==> src/common/serial_fifo_consts.svh <==
// constants of the per-channel serial transmit and receive fifos
// assumes a 40 MHz APB clock; included by the package and the top module
`ifndef SERIAL_FIFO_CONSTS_SVH
`define SERIAL_FIFO_CONSTS_SVH

// fifo geometry
`define TXM_DEPTH      6
`define TXM_LAST       4'h5
`define TXM_FULL       3'h6
`define TX_REQ_MAXCNT  3'h2
`define RXM_LAST       4'hE
`define RXM_FULL       4'hF
`define SHADOW_FULL    2'h2

// register byte offsets
`define OFF_COMMAND    12'h000
`define OFF_CONFIG_0   12'h004
`define OFF_CONFIG_1   12'h008
`define OFF_CONFIG_2   12'h00C
`define OFF_STATUS     12'h010

// command bits
`define CMD_TX_RESET   0
`define CMD_RX_RESET   1
`define CMD_RX_FLUSH   2

// configuration fields
`define CFG0_POWER_UP  0
`define CFG1_TO_ENABLE 0
`define CFG1_TIMEOUT_LENGTH_LO  8
`define CFG2_RX_ACTIVE 0
`define CFG2_ASYNC     1
`define CFG2_RX_THRESHOLD_FIELD_LO   4

// status fields
`define STAT_RX_NE     0
`define STAT_TX_UNDER  1
`define STAT_RX_OVF    2
`define STAT_TXCNT_LO  8
`define STAT_RXCNT_LO  16

// receive thresholds in bytes
`define RX_THRESHOLD_FIELD_BYTES_0   6'h3C
`define RX_THRESHOLD_FIELD_BYTES_1   6'h20
`define RX_THRESHOLD_FIELD_BYTES_2   6'h10
`define RX_THRESHOLD_FIELD_BYTES_3   6'h08
`define RX_THRESHOLD_FIELD_BYTES_4   6'h04
`define RX_THRESHOLD_FIELD_BYTES_MIN 6'h01

// status byte overflow position, timeout unit of 16 clocks
`define RX_STATUS_BYTE_OVF_BIT   5
`define TIMEOUT_LENGTH_SHIFT    4'h0

`define REG_RESET      32'h0000_0000

`endif

==> src/common/serial_fifo_pkg.sv <==
// types shared by the serial channel fifo design
// assumes the constants header sits beside it
package serial_fifo_pkg;
`include "serial_fifo_consts.svh"

	typedef logic [31:0] dword_type;

	typedef struct packed {
		dword_type   data;
		logic [2:0]  bytes;
		logic        fe;
		logic [7:0]  status;
	} rx_entry_type;

endpackage

==> src/design/serial_fifo_mem.sv <==
// small word memory with registered read data
// assumes one write and one read port on the same clock
module serial_fifo_mem #(
	parameter int WIDTH = 32,
	parameter int DEPTH = 6,
	parameter int AW    = 3
) (
	// clock and reset
	input  wire logic             clk,
	input  wire logic             rst_n,
	// write port
	input  wire logic             wr_en,
	input  wire logic [AW-1:0]    wr_addr,
	input  wire logic [WIDTH-1:0] wr_data,
	// read port
	input  wire logic             rd_en,
	input  wire logic [AW-1:0]    rd_addr,
	output logic      [WIDTH-1:0] rd_data
);
	logic [WIDTH-1:0] cells [DEPTH];

	always_ff @(posedge clk) begin
		if (wr_en) begin
			cells[wr_addr] <= wr_data;
		end
	end

	always_ff @(posedge clk or negedge rst_n) begin
		if (!rst_n) begin
			rd_data <= '0;
		end else if (rd_en) begin
			rd_data <= cells[rd_addr];
		end
	end
endmodule

==> src/design/serial_channel_tx_rx_fifos.sv <==
// transmit and receive fifos of one serial channel, APB slave included
// assumes protocol-side strobes are already in the pclk domain
//
// The APB slave port and the placing of the registers were decided locally.
`include "serial_fifo_consts.svh"
module serial_channel_tx_rx_fifos
	import serial_fifo_pkg::*;
(
	// apb
	input  wire logic        pclk,
	input  wire logic        presetn,
	input  wire logic        psel,
	input  wire logic        penable,
	input  wire logic        pwrite,
	input  wire logic [11:0] paddr,
	input  wire logic [31:0] pwdata,
	output logic      [31:0] prdata,
	output logic             pready,
	output logic             pslverr,
	// central transmit fifo side
	output logic             tx_fetch_req,
	input  wire logic        tx_fetch_valid,
	input  wire dword_type   tx_fetch_data,
	// transmit protocol side
	input  wire logic        tx_clk_present,
	input  wire logic        tx_send_allowed,
	input  wire logic        tx_underrun_evt,
	input  wire logic        tx_take,
	output dword_type        tx_word,
	output logic             tx_start,
	// receive protocol side
	input  wire logic        rx_word_valid,
	input  wire dword_type   rx_word,
	input  wire logic [2:0]  rx_word_bytes,
	input  wire logic        rx_word_frame_end,
	input  wire logic [7:0]  rx_word_status,
	output logic             rx_active,
	output logic             rx_proto_reset,
	output logic             rx_frame_lost,
	// central receive fifo side
	output logic             rx_store_req,
	input  wire logic        rx_store_pop,
	output logic             rx_store_valid,
	output dword_type        rx_store_data,
	output logic      [2:0]  rx_store_bytes,
	output logic             rx_store_frame_end,
	output logic      [7:0]  rx_store_status
);
	// ****************************************************
	// functions
	// ****************************************************
	function automatic logic [3:0] ptr_next(input logic [3:0] p,
		input logic [3:0] last);
		ptr_next = (p == last) ? 4'h0 : 4'(p + 4'h1);
	endfunction

	function automatic logic [5:0] rx_thresh(input logic [2:0] f);
		case (f)
			3'h0:    rx_thresh = `RX_THRESHOLD_FIELD_BYTES_0;
			3'h1:    rx_thresh = `RX_THRESHOLD_FIELD_BYTES_1;
			3'h2:    rx_thresh = `RX_THRESHOLD_FIELD_BYTES_2;
			3'h3:    rx_thresh = `RX_THRESHOLD_FIELD_BYTES_3;
			3'h4:    rx_thresh = `RX_THRESHOLD_FIELD_BYTES_4;
			default: rx_thresh = `RX_THRESHOLD_FIELD_BYTES_MIN;
		endcase
	endfunction

	// ****************************************************
	// registers and state
	// ****************************************************
	logic         power_up_bit;
	logic         timeout_enable;
	logic [7:0]   timeout_length;
	logic         async_mode;
	logic [2:0]   rx_threshold_field;
	logic         cmd_tx_rst;
	logic         cmd_rx_flush;
	logic         tx_underrun;
	logic         rx_overflow;
	logic [2:0]   txm_wp, txm_rp, txm_cnt;
	logic         txs_pend;
	dword_type    txs_e1;
	logic [1:0]   txs_cnt;
	logic [3:0]   rxm_wp, rxm_rp, rxm_cnt;
	logic [5:0]   rxm_bytes;
	logic [3:0]   rxm_fe_cnt;
	rx_entry_type rxs_e0, rxs_e1;
	logic [1:0]   rxs_cnt;
	logic         ovf_frame;
	logic         frame_stored;
	logic         flush_pend;
	logic [11:0]  idle_cnt;
	logic         idle_armed;
	logic         timeout_fire;
	dword_type    txm_rd;
	rx_entry_type rxm_rd;

	// ****************************************************
	// apb decode
	// ****************************************************
	wire setup    = psel & ~penable;
	wire wr_en    = psel & penable & pready & pwrite;
	wire hit_cmd  = (paddr == `OFF_COMMAND);
	wire hit_c0   = (paddr == `OFF_CONFIG_0);
	wire hit_c1   = (paddr == `OFF_CONFIG_1);
	wire hit_c2   = (paddr == `OFF_CONFIG_2);
	wire hit_stat = (paddr == `OFF_STATUS);
	wire mapped   = hit_cmd | hit_c0 | hit_c1 | hit_c2 | hit_stat;
	wire rx_rst   = rx_proto_reset;

	wire rx_not_empty = (rxs_cnt != 2'h0) | (rxm_cnt != 4'h0);

	wire [31:0] rd_c0 = 32'(power_up_bit);
	wire [31:0] rd_c1 = {16'h0000, timeout_length, 7'h00, timeout_enable};
	wire [31:0] rd_c2 = {25'h000_0000, rx_threshold_field, 2'h0,
		async_mode, rx_active};
	wire [31:0] rd_st = {12'h000, rxm_cnt, 5'h00, txm_cnt, 5'h00,
		rx_overflow, tx_underrun, rx_not_empty};
	wire [31:0] rd_mux = hit_c0 ? rd_c0 : hit_c1 ? rd_c1 :
		hit_c2 ? rd_c2 : hit_stat ? rd_st : 32'h0000_0000;

	// no wait state: answer prepared during setup
	always_ff @(posedge pclk or negedge presetn) begin
		if (!presetn) begin
			pready  <= 1'b0;
			pslverr <= 1'b0;
			prdata  <= `REG_RESET;
		end else begin
			pready  <= setup;
			pslverr <= setup & ~mapped;
			prdata  <= (setup & ~pwrite) ? rd_mux : `REG_RESET;
		end
	end

	always_ff @(posedge pclk or negedge presetn) begin
		if (!presetn) begin
			power_up_bit       <= 1'b0;
			timeout_enable     <= 1'b0;
			timeout_length     <= 8'h00;
			rx_active          <= 1'b0;
			async_mode         <= 1'b0;
			rx_threshold_field <= 3'h0;
		end else if (wr_en) begin
			if (hit_c0) begin
				power_up_bit <= pwdata[`CFG0_POWER_UP];
			end
			if (hit_c1) begin
				timeout_enable <= pwdata[`CFG1_TO_ENABLE];
				timeout_length <= pwdata[`CFG1_TIMEOUT_LENGTH_LO +: 8];
			end
			if (hit_c2) begin
				rx_active          <= pwdata[`CFG2_RX_ACTIVE];
				async_mode         <= pwdata[`CFG2_ASYNC];
				rx_threshold_field <= pwdata[`CFG2_RX_THRESHOLD_FIELD_LO +: 3];
			end
		end
	end

	always_ff @(posedge pclk or negedge presetn) begin
		if (!presetn) begin
			cmd_tx_rst     <= 1'b0;
			rx_proto_reset <= 1'b0;
			cmd_rx_flush   <= 1'b0;
		end else begin
			cmd_tx_rst     <= wr_en & hit_cmd & pwdata[`CMD_TX_RESET];
			rx_proto_reset <= wr_en & hit_cmd & pwdata[`CMD_RX_RESET];
			cmd_rx_flush   <= wr_en & hit_cmd & pwdata[`CMD_RX_FLUSH];
		end
	end

	// ****************************************************
	// transmit path
	// ****************************************************
	// block stops intake
	wire tx_push  = tx_fetch_valid & (txm_cnt != `TXM_FULL) & ~tx_underrun
		& ~cmd_tx_rst;
	// one word in flight at a time
	wire tx_move  = (txm_cnt != 3'h0) & ~txs_pend & (txs_cnt != `SHADOW_FULL)
		& power_up_bit & tx_clk_present & ~tx_underrun & ~cmd_tx_rst;
	// no word to protocol while blocked
	wire txs_pop  = tx_take & (txs_cnt != 2'h0) & ~tx_underrun;
	wire txs_push = txs_pend & ~cmd_tx_rst;
	wire [1:0] txs_slot = 2'(txs_cnt - {1'b0, txs_pop});
	wire [2:0] next_txm_cnt = cmd_tx_rst ? 3'h0 :
		3'(txm_cnt + {2'h0, tx_push} - {2'h0, tx_move});
	wire [1:0] next_txs_cnt = cmd_tx_rst ? 2'h0 :
		2'(txs_slot + {1'b0, txs_push});
	// event sets, reset command clears, set wins
	wire next_tx_underrun = tx_underrun_evt | (tx_underrun & ~cmd_tx_rst);

	serial_fifo_mem #(.WIDTH(32), .DEPTH(`TXM_DEPTH), .AW(3)) tx_main (
		.clk     (pclk),
		.rst_n   (presetn),
		.wr_en   (tx_push),
		.wr_addr (txm_wp),
		.wr_data (tx_fetch_data),
		.rd_en   (tx_move),
		.rd_addr (txm_rp),
		.rd_data (txm_rd)
	);

	always_ff @(posedge pclk or negedge presetn) begin
		if (!presetn) begin
			txm_wp      <= 3'h0;
			txm_rp      <= 3'h0;
			txm_cnt     <= 3'h0;
			txs_pend    <= 1'b0;
			tx_underrun <= 1'b0;
		end else begin
			txm_cnt     <= next_txm_cnt;
			txs_pend    <= tx_move;
			tx_underrun <= next_tx_underrun;
			if (cmd_tx_rst) begin
				txm_wp <= 3'h0;
				txm_rp <= 3'h0;
			end else begin
				if (tx_push) begin
					txm_wp <= 3'(ptr_next({1'b0, txm_wp}, `TXM_LAST));
				end
				if (tx_move) begin
					txm_rp <= 3'(ptr_next({1'b0, txm_rp}, `TXM_LAST));
				end
			end
		end
	end

	// two-word shadow part, head drives the protocol
	always_ff @(posedge pclk or negedge presetn) begin
		if (!presetn) begin
			txs_cnt <= 2'h0;
			tx_word <= 32'h0000_0000;
			txs_e1  <= 32'h0000_0000;
		end else begin
			txs_cnt <= next_txs_cnt;
			if (txs_pop) begin
				tx_word <= txs_e1;
			end
			if (txs_push && txs_slot == 2'h0) begin
				tx_word <= txm_rd;
			end
			if (txs_push && txs_slot == 2'h1) begin
				txs_e1 <= txm_rd;
			end
		end
	end

	// request with four words free, power state ignored
	always_ff @(posedge pclk or negedge presetn) begin
		if (!presetn) begin
			tx_fetch_req <= 1'b0;
			tx_start     <= 1'b0;
		end else begin
			tx_fetch_req <= ~next_tx_underrun &
				(next_txm_cnt <= `TX_REQ_MAXCNT);
			// shadow word plus clock mode permission
			tx_start <= (next_txs_cnt != 2'h0) & tx_send_allowed &
				power_up_bit & ~next_tx_underrun;
		end
	end

	// ****************************************************
	// receive shadow part
	// ****************************************************
	// protocol side as pclk enables
	wire rx_in     = rx_word_valid & rx_active & ~rx_rst;
	wire rxs_pop   = (rxs_cnt != 2'h0) & (rxm_cnt != `RXM_FULL) & ~rx_rst;
	wire rxs_space = (rxs_cnt != `SHADOW_FULL) | rxs_pop;
	wire rx_accept = rx_in & rxs_space;
	wire rx_drop   = rx_in & ~rxs_space;
	// flush inserts a frame end, even with no data
	wire mark_in   = flush_pend & ~rx_in & rxs_space & ~rx_rst;
	wire rxs_push  = rx_accept | mark_in;
	wire lost      = rx_drop & rx_word_frame_end & ~frame_stored;
	wire [1:0] rxs_slot = 2'(rxs_cnt - {1'b0, rxs_pop});
	wire [7:0] ovf_mask = ovf_frame ? 8'(1 << `RX_STATUS_BYTE_OVF_BIT) : 8'h00;

	rx_entry_type push_ent;
	assign push_ent.data   = rx_accept ? rx_word : 32'h0000_0000;
	assign push_ent.bytes  = rx_accept ? rx_word_bytes : 3'h0;
	assign push_ent.fe     = rx_accept ? rx_word_frame_end : 1'b1;
	// overflow marked in every status byte pushed after the drop, through the frame end
	assign push_ent.status = (rx_accept ? rx_word_status : 8'h00) | ovf_mask;
	wire fe_pushed = rxs_push & push_ent.fe;

	always_ff @(posedge pclk or negedge presetn) begin
		if (!presetn) begin
			rxs_cnt <= 2'h0;
			rxs_e0  <= '0;
			rxs_e1  <= '0;
		end else begin
			rxs_cnt <= rx_rst ? 2'h0 : 2'(rxs_slot + {1'b0, rxs_push});
			if (rxs_pop) begin
				rxs_e0 <= rxs_e1;
			end
			if (rxs_push && rxs_slot == 2'h0) begin
				rxs_e0 <= push_ent;
			end
			if (rxs_push && rxs_slot == 2'h1) begin
				rxs_e1 <= push_ent;
			end
		end
	end

	// overflow state per frame, set wins over clear
	always_ff @(posedge pclk or negedge presetn) begin
		if (!presetn) begin
			ovf_frame     <= 1'b0;
			frame_stored  <= 1'b0;
			rx_overflow   <= 1'b0;
			rx_frame_lost <= 1'b0;
			flush_pend    <= 1'b0;
		end else begin
			ovf_frame <= ~rx_rst & ((rx_drop & ~lost) |
				(ovf_frame & ~fe_pushed & ~lost));
			frame_stored <= ~rx_rst & ~(rx_drop & rx_word_frame_end) &
				((rx_accept & ~rx_word_frame_end) |
				(frame_stored & ~fe_pushed));
			rx_overflow <= rx_drop | (rx_overflow & ~rx_rst);
			rx_frame_lost <= lost;
			// flush requests wait for shadow room
			flush_pend <= cmd_rx_flush | timeout_fire |
				(rx_drop & rx_word_frame_end & frame_stored) |
				(flush_pend & ~mark_in & ~rx_rst);
		end
	end

	// ****************************************************
	// idle timeout
	// ****************************************************
	wire [11:0] idle_limit = {timeout_length, `TIMEOUT_LENGTH_SHIFT};
	// async only, once per idle period
	assign timeout_fire = timeout_enable & async_mode & idle_armed &
		(idle_cnt > idle_limit);

	always_ff @(posedge pclk or negedge presetn) begin
		if (!presetn) begin
			idle_cnt   <= 12'h000;
			idle_armed <= 1'b0;
		end else begin
			if (rx_in || rx_rst) begin
				idle_cnt <= 12'h000;
			end else if (idle_cnt != 12'hFFF) begin
				idle_cnt <= 12'(idle_cnt + 12'h001);
			end
			idle_armed <= ~rx_rst & (rx_accept | (idle_armed & ~timeout_fire));
		end
	end

	// ****************************************************
	// receive main part
	// ****************************************************
	wire rx_pop = rx_store_pop & (rxm_cnt != 4'h0) & ~rx_rst;
	wire [5:0] bytes_in  = rxs_pop ? 6'(rxs_e0.bytes) : 6'h00;
	wire [5:0] bytes_out = rx_store_valid ? 6'(rx_store_bytes) : 6'h00;
	wire [3:0] next_rxm_cnt = rx_rst ? 4'h0 :
		4'(rxm_cnt + {3'h0, rxs_pop} - {3'h0, rx_pop});
	// full part, threshold level, or frame end
	wire rx_trigger = (rxm_cnt == `RXM_FULL) | (rxm_fe_cnt != 4'h0) |
		(rxm_bytes >= rx_thresh(rx_threshold_field));

	serial_fifo_mem #(.WIDTH($bits(rx_entry_type)), .DEPTH(15), .AW(4))
	rx_main (
		.clk     (pclk),
		.rst_n   (presetn),
		.wr_en   (rxs_pop),
		.wr_addr (rxm_wp),
		.wr_data (rxs_e0),
		.rd_en   (rx_pop),
		.rd_addr (rxm_rp),
		.rd_data (rxm_rd)
	);

	assign rx_store_data      = rxm_rd.data;
	assign rx_store_bytes     = rxm_rd.bytes;
	assign rx_store_frame_end = rxm_rd.fe;
	assign rx_store_status    = rxm_rd.status;

	always_ff @(posedge pclk or negedge presetn) begin
		if (!presetn) begin
			rxm_wp         <= 4'h0;
			rxm_rp         <= 4'h0;
			rxm_cnt        <= 4'h0;
			rxm_bytes      <= 6'h00;
			rxm_fe_cnt     <= 4'h0;
			rx_store_valid <= 1'b0;
			rx_store_req   <= 1'b0;
		end else begin
			rxm_cnt        <= next_rxm_cnt;
			rx_store_valid <= rx_pop;
			// request held until the part is drained as one block
			rx_store_req <= (next_rxm_cnt != 4'h0) & (rx_store_req | rx_trigger);
			if (rx_rst) begin
				rxm_wp     <= 4'h0;
				rxm_rp     <= 4'h0;
				rxm_bytes  <= 6'h00;
				rxm_fe_cnt <= 4'h0;
			end else begin
				rxm_bytes  <= 6'(rxm_bytes + bytes_in - bytes_out);
				rxm_fe_cnt <= 4'(rxm_fe_cnt + {3'h0, rxs_pop & rxs_e0.fe} -
					{3'h0, rx_store_valid & rx_store_frame_end});
				if (rxs_pop) begin
					rxm_wp <= ptr_next(rxm_wp, `RXM_LAST);
				end
				if (rx_pop) begin
					rxm_rp <= ptr_next(rxm_rp, `RXM_LAST);
				end
			end
		end
	end
endmodule

==> config.mk <==
export PLATFORM = sky130hd
export DESIGN_NAME = serial_channel_tx_rx_fifos
export DESIGN_NICKNAME = d
export VERILOG_FILES = /design/src/common/serial_fifo_pkg.sv /design/src/design/serial_fifo_mem.sv /design/src/design/serial_channel_tx_rx_fifos.sv
export VERILOG_INCLUDE_DIRS = /design/src /design/src/common
export SDC_FILE = /design/constraint.sdc
export NUM_CORES = 2
export LEC_CHECK = 0
export ABC_AREA = 1
export BUFFER_PORTS_ARGS = -buffer_cell sky130_fd_sc_hd__buf_2
export CAP_MARGIN = 40
export CORE_ASPECT_RATIO = 0.9
export CORE_MARGIN = 2
export CORE_UTILIZATION = 55
export CTS_BUF_LIST = sky130_fd_sc_hd__clkbuf_8 sky130_fd_sc_hd__clkbuf_16
export CTS_CLUSTER_SIZE = 16
export DETAILED_ROUTE_END_ITERATION = 7
export PLACE_DENSITY = 0.73
export SETUP_SLACK_MARGIN = 0.15
export SYNTH_ARGS = -nofsm -noshare
export SYNTH_HDL_FRONTEND = slang
export SYNTH_HIERARCHICAL = 1
export SYNTH_SLANG_ARGS = --single-unit
==> constraint.sdc <==
create_clock -name pclk -period 14.21 [get_ports pclk]
set_clock_uncertainty 0.15 [all_clocks]
set_input_delay 2.1315 -clock pclk [delete_from_list [all_inputs] [get_ports pclk]]
set_output_delay 2.1315 -clock pclk [all_outputs]
set_load 0.005 [all_outputs]
; ---- Yosys cells after proc, flatten, opt, wreduce, memory -nomap -nowiden
; Memories as Yosys holds them, arrays and structs flattened. A register that Yosys moved wholly into a read port is not among the register bits.
; Cells that the tools add are included.
[word_totals]
reg_bits = 251
ram_bits = 852
wordCells = 253
mem_count = 2
[mem_list]
columns = name, depth, width, read_ports, rd_clocked_by_memory_dff, write_ports, line
row1 = rx_main.cells, 15, 44, 1, 1, 1, serial_fifo_mem.sv:20  ; logic [WIDTH-1:0] cells [DEPTH];
row2 = tx_main.cells, 6, 32, 1, 1, 1, serial_fifo_mem.sv:20
[classes]
n_addsub = 17
magnitude_cmp = 3
n_eq_ne = 20
mux = 41
bitwise_logic = 97
n_reduce_logical = 28
[ops]
columns = op, n
row1 = $mux 20, 5
row2 = $mux 32, 3
row3 = $mux 44, 2
row4 = $and 1x1->1, 61
row5 = $mux 4, 8
row6 = $mux 3, 10
row7 = $pmux 6 s5, 1
row8 = $eq 12x4->1 const B, 2
row9 = $mux 12, 2
row10 = $reduce_bool 2->1, 10
row11 = $or 1x1->1, 18
row12 = $not 1->1, 17
row13 = $add 12x1->12 const B, 1
row14 = $eq 12x3->1 const B, 1
row15 = $eq 12x5->1 const B, 1
row16 = $eq 4x4->1 const B, 3
row17 = $gt 12x12->1, 1
row18 = $logic_not 12->1, 1
row19 = $mux 6, 2
row20 = $ne 12x12->1 const B, 1
row21 = $reduce_bool 4->1, 3
row22 = $eq 3x3->1 const B, 3
row23 = $add 4x1->4, 2
row24 = $add 4x1->4 const B, 2
row25 = 27 further kinds, 46

; ---- Logic depth before layout (Yosys ltp)
[depth]
depth_word = 13
ltp_mapped = 16

; ---- Hierarchy
; Netlist, hierarchy kept.
[by_module_without_submodules]
columns = module, instances, cells_each, area_each_um2
row1 = serial_fifo_mem at rx_main, 1, 2726, 29358.2
row2 = serial_channel_tx_rx_fifos, 1, 1477, 12124.1
row3 = serial_fifo_mem at tx_main, 1, 860, 9180.1

; ---- Least setup slack after synthesis
; Ideal clock, no wire load.
[synth_path]
kind = register to register
startpoint = register rxm_cnt[2]
endpoint = memory rx_main/cells[0][0] (netlist name), enable pin
setup_time_ns = 0.500
arrival_ns = 4.318
setup_slack_ns = 9.242
path_stages_with_launch = 7
path_buffers = 0
path_cell_list = dfrtp_1 ha_1 nand3_1 nand3_2 inv_1 clkinv_1 nor3_1
[synth_via]
elab_chain_cells = 5
[synth_rtl]
columns = item, line
row1 = start: declaration, serial_channel_tx_rx_fifos.sv:84  ; logic [3:0] rxm_wp, rxm_rp, rxm_cnt;
row2 = start signal: assignment, serial_channel_tx_rx_fifos.sv:388  ; rxm_cnt <= next_rxm_cnt;
row3 = $ne 4x4->1 (no source line), -
row4 = $and 1x1->1 (2 in series), serial_channel_tx_rx_fifos.sv:266  ; wire rxs_pop = (rxs_cnt != 2'h0) & (rxm_cnt != `RXM_FULL) & ~rx_rst;
row5 = named net rxs_pop, serial_channel_tx_rx_fifos.sv:266
row6 = $mux 1, serial_fifo_mem.sv:23  ; if (wr_en) begin
row7 = $mux 1 (not written as such), serial_fifo_mem.sv:24  ; cells[wr_addr] <= wr_data;
row8 = end: declaration, serial_fifo_mem.sv:20
; The timed path passes the listed nets, and every way through them passes these cells.

; ---- Worst setup path in the final report
[layout_path]
startpoint = register rx_proto_reset
endpoint = register rxs_e0[4] (netlist name)
[layout_rtl]
columns = item, line
row1 = start: declaration, serial_channel_tx_rx_fifos.sv:38  ; output logic rx_proto_reset,
row2 = start signal: assignment, serial_channel_tx_rx_fifos.sv:166  ; rx_proto_reset <= wr_en & hit_cmd & pwdata[`CMD_RX_RESET];
row3 = $not 1->1 (*), serial_channel_tx_rx_fifos.sv:266
row4 = $and 1x1->1 (*), serial_channel_tx_rx_fifos.sv:266
row5 = named net rxs_pop, serial_channel_tx_rx_fifos.sv:266
row6 = $or 1x1->1, serial_channel_tx_rx_fifos.sv:267  ; wire rxs_space = (rxs_cnt != `SHADOW_FULL) | rxs_pop;
row7 = $and 1x1->1 (2 in series), serial_channel_tx_rx_fifos.sv:271  ; wire mark_in = flush_pend & ~rx_in & rxs_space & ~rx_rst;
row8 = $or 1x1->1, serial_channel_tx_rx_fifos.sv:272  ; wire rxs_push = rx_accept | mark_in;
row9 = $logic_and 1x1->1, serial_channel_tx_rx_fifos.sv:295  ; if (rxs_push && rxs_slot == 2'h0) begin
row10 = $mux 44 or $reduce_bool 2->1 (tied branches), -
row11 = end signal: assignment, serial_channel_tx_rx_fifos.sv:293  ; rxs_e0 <= rxs_e1;
row12 = end signal: assignment, serial_channel_tx_rx_fifos.sv:296  ; rxs_e0 <= push_ent;
row13 = end: declaration, serial_channel_tx_rx_fifos.sv:87  ; rx_entry_type rxs_e0, rxs_e1;
; The timed path passes the listed nets; every way through them passes the cells marked *.
; A chain may end at the register's enable or synchronous reset.

==> impl_metrics.csv <==
group,metric,value,unit
yosys,ys_async_sr_fraction,27.6,%
die,fp-row-count,105,
power_and_ir_drop,comb_power_share,27.0,%
route,ant_nets,0,
sta,finalHoldViolations,0,
clocking,post_cts_buffers,0,
worst_setup_path,cp.required,14.68,ns
placed_design,gp_congestion,0.811,
yosys,avgSynthCellArea,10.0,µm²
final_layout,areaGrowthSynthToFinish,11.9,%
yosys,synth_area,50700,µm²
route,vias_per_cell,5.37,
sta,fin_crit_sh,30.0,%
route,wl_per_cell,18.7,µm
route,drc,0,
global_routing,first_global_vias,33800,
hold_path,holdPathEnd,"rxs_e1[40]$_DFFE_PN0P_",
yosys,yosys_warnings,6,
final_layout,postLayoutCellArea,56700,µm²
yosys,yosysUniqueCellTypes,44,
placed_design,dpl_cell_area,53100,µm²
sta,max_freq,0.235,GHz
worst_setup_path,critPathMaxFanout,46,
die,die_h,292,µm
yosys,yosysTopAreaCellShare,50.5,%
die,start_util,55.6,%
clocking,cts.sinks,1177,
power_and_ir_drop,ir_drop,0.000163,V
route,totalWireLength,122000,µm
global_routing,grt_usage,26.1,%
die,die_width,324,µm
clocking,cts.path.max_buffers,3,
worst_setup_path,cp-end-kind,"flop",
run_status,status,"finished clean",
yosys,synth_top_cell_by_area,"edfxtp_1",
power_and_ir_drop,power_frac_clock,29.2,%
placed_design,portBuffers,216,
power_and_ir_drop,seqPwrFrac,43.8,%
sta,drv_slew,0,
sta,rsz0062_at_grt,"no",
yosys,ys_seq_elements,1177,
global_routing,grt_pass1_wl,190000,µm
global_routing,grt_util_met1,37.4,%
clocking,clkTransAtPathRegs,0.06,ns
clocking,h-tree-depth,3,
global_routing,grt_use_met2,41.6,%
yosys,synth.area.top_cells,"edfxtp_1, dfrtp_1, nand2_1, nand3_1, inv_1",
final_layout,nets,5401,
sta,slew_headroom,21.5,%
worst_setup_path,rr_worst_depth,15,
yosys,synth_edf_count,852,
yosys,yosysSeqAreaShare,66.6,%
die,die_area,94600,µm²
clocking,tritoncts,"built",
worst_setup_path,timing.reg2reg.setup_slack,9.95,ns
final_layout,layout_commonest_cell,"nand2_1",
global_routing,grtUsageMet3,4.61,%
hold_path,hold_depth,2,
power_and_ir_drop,power_leakage,25.5,nW
final_layout,final_cell_mix,"nand2_1, edfxtp_1, nand3_1",
worst_setup_path,start_kind,"flop",
sta,worst_pin_slew,1.18,ns
sta,finalSetupViolations,0,
sta,min_period,4.26,ns
power_and_ir_drop,netSwitchingFraction,33.8,%
clocking,cts-root-buf,"clkbuf_16",
worst_setup_path,cp.arrival,4.73,ns
worst_setup_path,crit_type,"reg2reg",
final_layout,drive_above_1_share,9.53,%
hold_path,hp-class,"reg2reg",
power_and_ir_drop,p_sw,0.00334,W
clocking,ctsResizeCount,0,
clocking,numCtsBuffers,114,
placed_design,dp_hpwl,67400,µm
sta,setup_tns,0,ns
sta,hold_ws,0.319,ns
worst_setup_path,r2r-end,"rxs_e0[4]$_DFFE_PN0P_",
power_and_ir_drop,internal_power,0.00653,W
yosys,synthCells,5063,
route,firstDrtPassIters,6,
job,maxCapViolCount,0,
power_and_ir_drop,power_density,174,nW/µm²
global_routing,grt_most_used_layer,"met2",
global_routing,grt-ovfl-total,0,
hold_path,hold_start,"rxs_e1[40]$_DFFE_PN0P_",
yosys,synth_ff_type,"edfxtp_1",
route,num_vias,35200,
power_and_ir_drop,total_power,0.00987,W
clocking,hold_buffers,0,
clocking,clk_latency,0.70,ns
route,drt_iter0_markers,3896,
worst_setup_path,timing.rr.start,"rx_proto_reset$_DFF_PN0_",
die,ioPinCount,249,
final_layout,fillerInstances,7137,
die,core-area,91200,µm²
global_routing,antenna_found_initial,17,
global_routing,grt_start_max_net_pins,198,
final_layout,utilization,62.2,%
[power groups by stage]
stage / Sequential (W) / Clock [W] / Combinational (W)
2_1_floorplan: 0.00433 / 0 / 0.00183
3_3_place_gp: 0.00438 / 0 / 0.00250
3_5_place_dp: 0.00440 / 0 / 0.00265
4_1_cts: 0.00433 / 0.00291 / 0.00268
5_1_grt: 0.00437 / 0.00305 / 0.00298
6_report: 0.00433 / 0.00288 / 0.00266
[synth_stat cells (2+ instances only)]
master / instances
xnor2_1: 4
nand3_1: 715
inv_2: 8
a21o_1: 2
buf_1: 23
nand3b_1: 5
clkbuf_1: 73
nor3_1: 28
a211oi_1: 3
buf_6: 7
nor2_2: 2
buf_2: 113
clkinv_1: 3
fa_1: 6
a31oi_1: 4
nand2_2: 4
o211ai_1: 33
inv_1: 642
dfrtp_1: 325
ha_1: 42
o21ai_0: 73
edfxtp_1: 852
nor2_1: 176
a21oi_1: 88
buf_4: 42
or2_1: 10
nand4_1: 7
o21a_1: 2
or2_2: 13
xor2_1: 6
nand2_1: 1713
o21ai_1: 27
[metal layers]
layer	vias up	share of wire, %
li1	16700	-
met1	16900	42
met4	28	2.3
met5	-	0.16
met2	1348	47
met3	223	8.8
[worst max-delay path by stage]
stage	slack (ns)	end	startpoint
2_1_floorplan	9.24	rx_main/cells[0][0]$_DFFE_PP_	rxm_cnt[2]$_DFF_PN0_
3_3_place_gp	9.25	tx_word[31]$_DFFE_PN0P_	tx_take
3_5_place_dp	9.67	rxs_e0[13]$_DFFE_PN0P_	rx_word_valid
4_1_cts	9.94	rxs_e0[4]$_DFFE_PN0P_	rx_proto_reset$_DFF_PN0_
5_1_grt	9.65	rxs_e0[2]$_DFFE_PN0P_	rx_proto_reset$_DFF_PN0_
6_report	9.95	rxs_e0[4]$_DFFE_PN0P_	rx_proto_reset$_DFF_PN0_
[area by class of cell]
class                           count  area (µm²)  share of cell area (%)
Timing Repair Buffer              288        1960                    3.46
Sequential cell                  1177       33700                    59.5
Antenna cell                        3        7.51                  0.0132
Multi-Input combinational cell   2987       13400                    23.6
Clock buffer                      123        2990                    5.27
Clock inverter                     92         613                    1.08
Inverter                          653        2470                    4.35
Tap cell                         1230        1540                    2.71
[kinds of logic (layout without fill, tap and decap cells)]
group	count (synthesis)	count (layout)	synth area share [%]
compound gates	238	238	2.62
xor+xnor	10	10	0.173
fa+ha+maj	48	48	1.27
buf+inv	912	1156	7.45
flops	1177	1177	66.6
other cells	1	17	0.00740
simple gates	2677	2677	21.9
[flip-flops by register name, summed over array words and instances (netlist names), 4 cells and up]
signal and flops:
idle_cnt 12, prdata 18, rx_main/cells 660, rx_main/rd_data 44, rxm_bytes 6, rxm_cnt 4, rxm_fe_cnt 4, rxm_rp 4
rxm_wp 4, rxs_e0 44, rxs_e1 44, timeout_length 8, tx_main/cells 192, tx_main/rd_data 32, tx_word 32, txs_e1 32
[stage by stage]
| stage | setup slack, ns | cells |
|---|---|---|
| global route | 9.65 | 6550 |
| floorplan | 9.24 | 5076 |
| global placement | 9.25 | 6318 |
| detailed placement | 9.67 | 6335 |
| CTS | 9.94 | 6550 |
| finish | 9.95 | 6553 |
[worst max-delay path: stages, from the launching register on]
cell      delay [ns]
dfrtp_1         0.62
inv_2           0.42
nand3_2         0.24
inv_1           0.31
ha_1            0.24
inv_1           0.04
nand2_1         0.04
nand2_1         0.12
nor2_4          0.10
buf_4           0.48
o211ai_4        0.12
buf_4           0.34
nand2_2         0.14
buf_4           0.50
nand2_1         0.20
nand2_1         0.09
No activity file was read; power rests on OpenSTA's default activity.
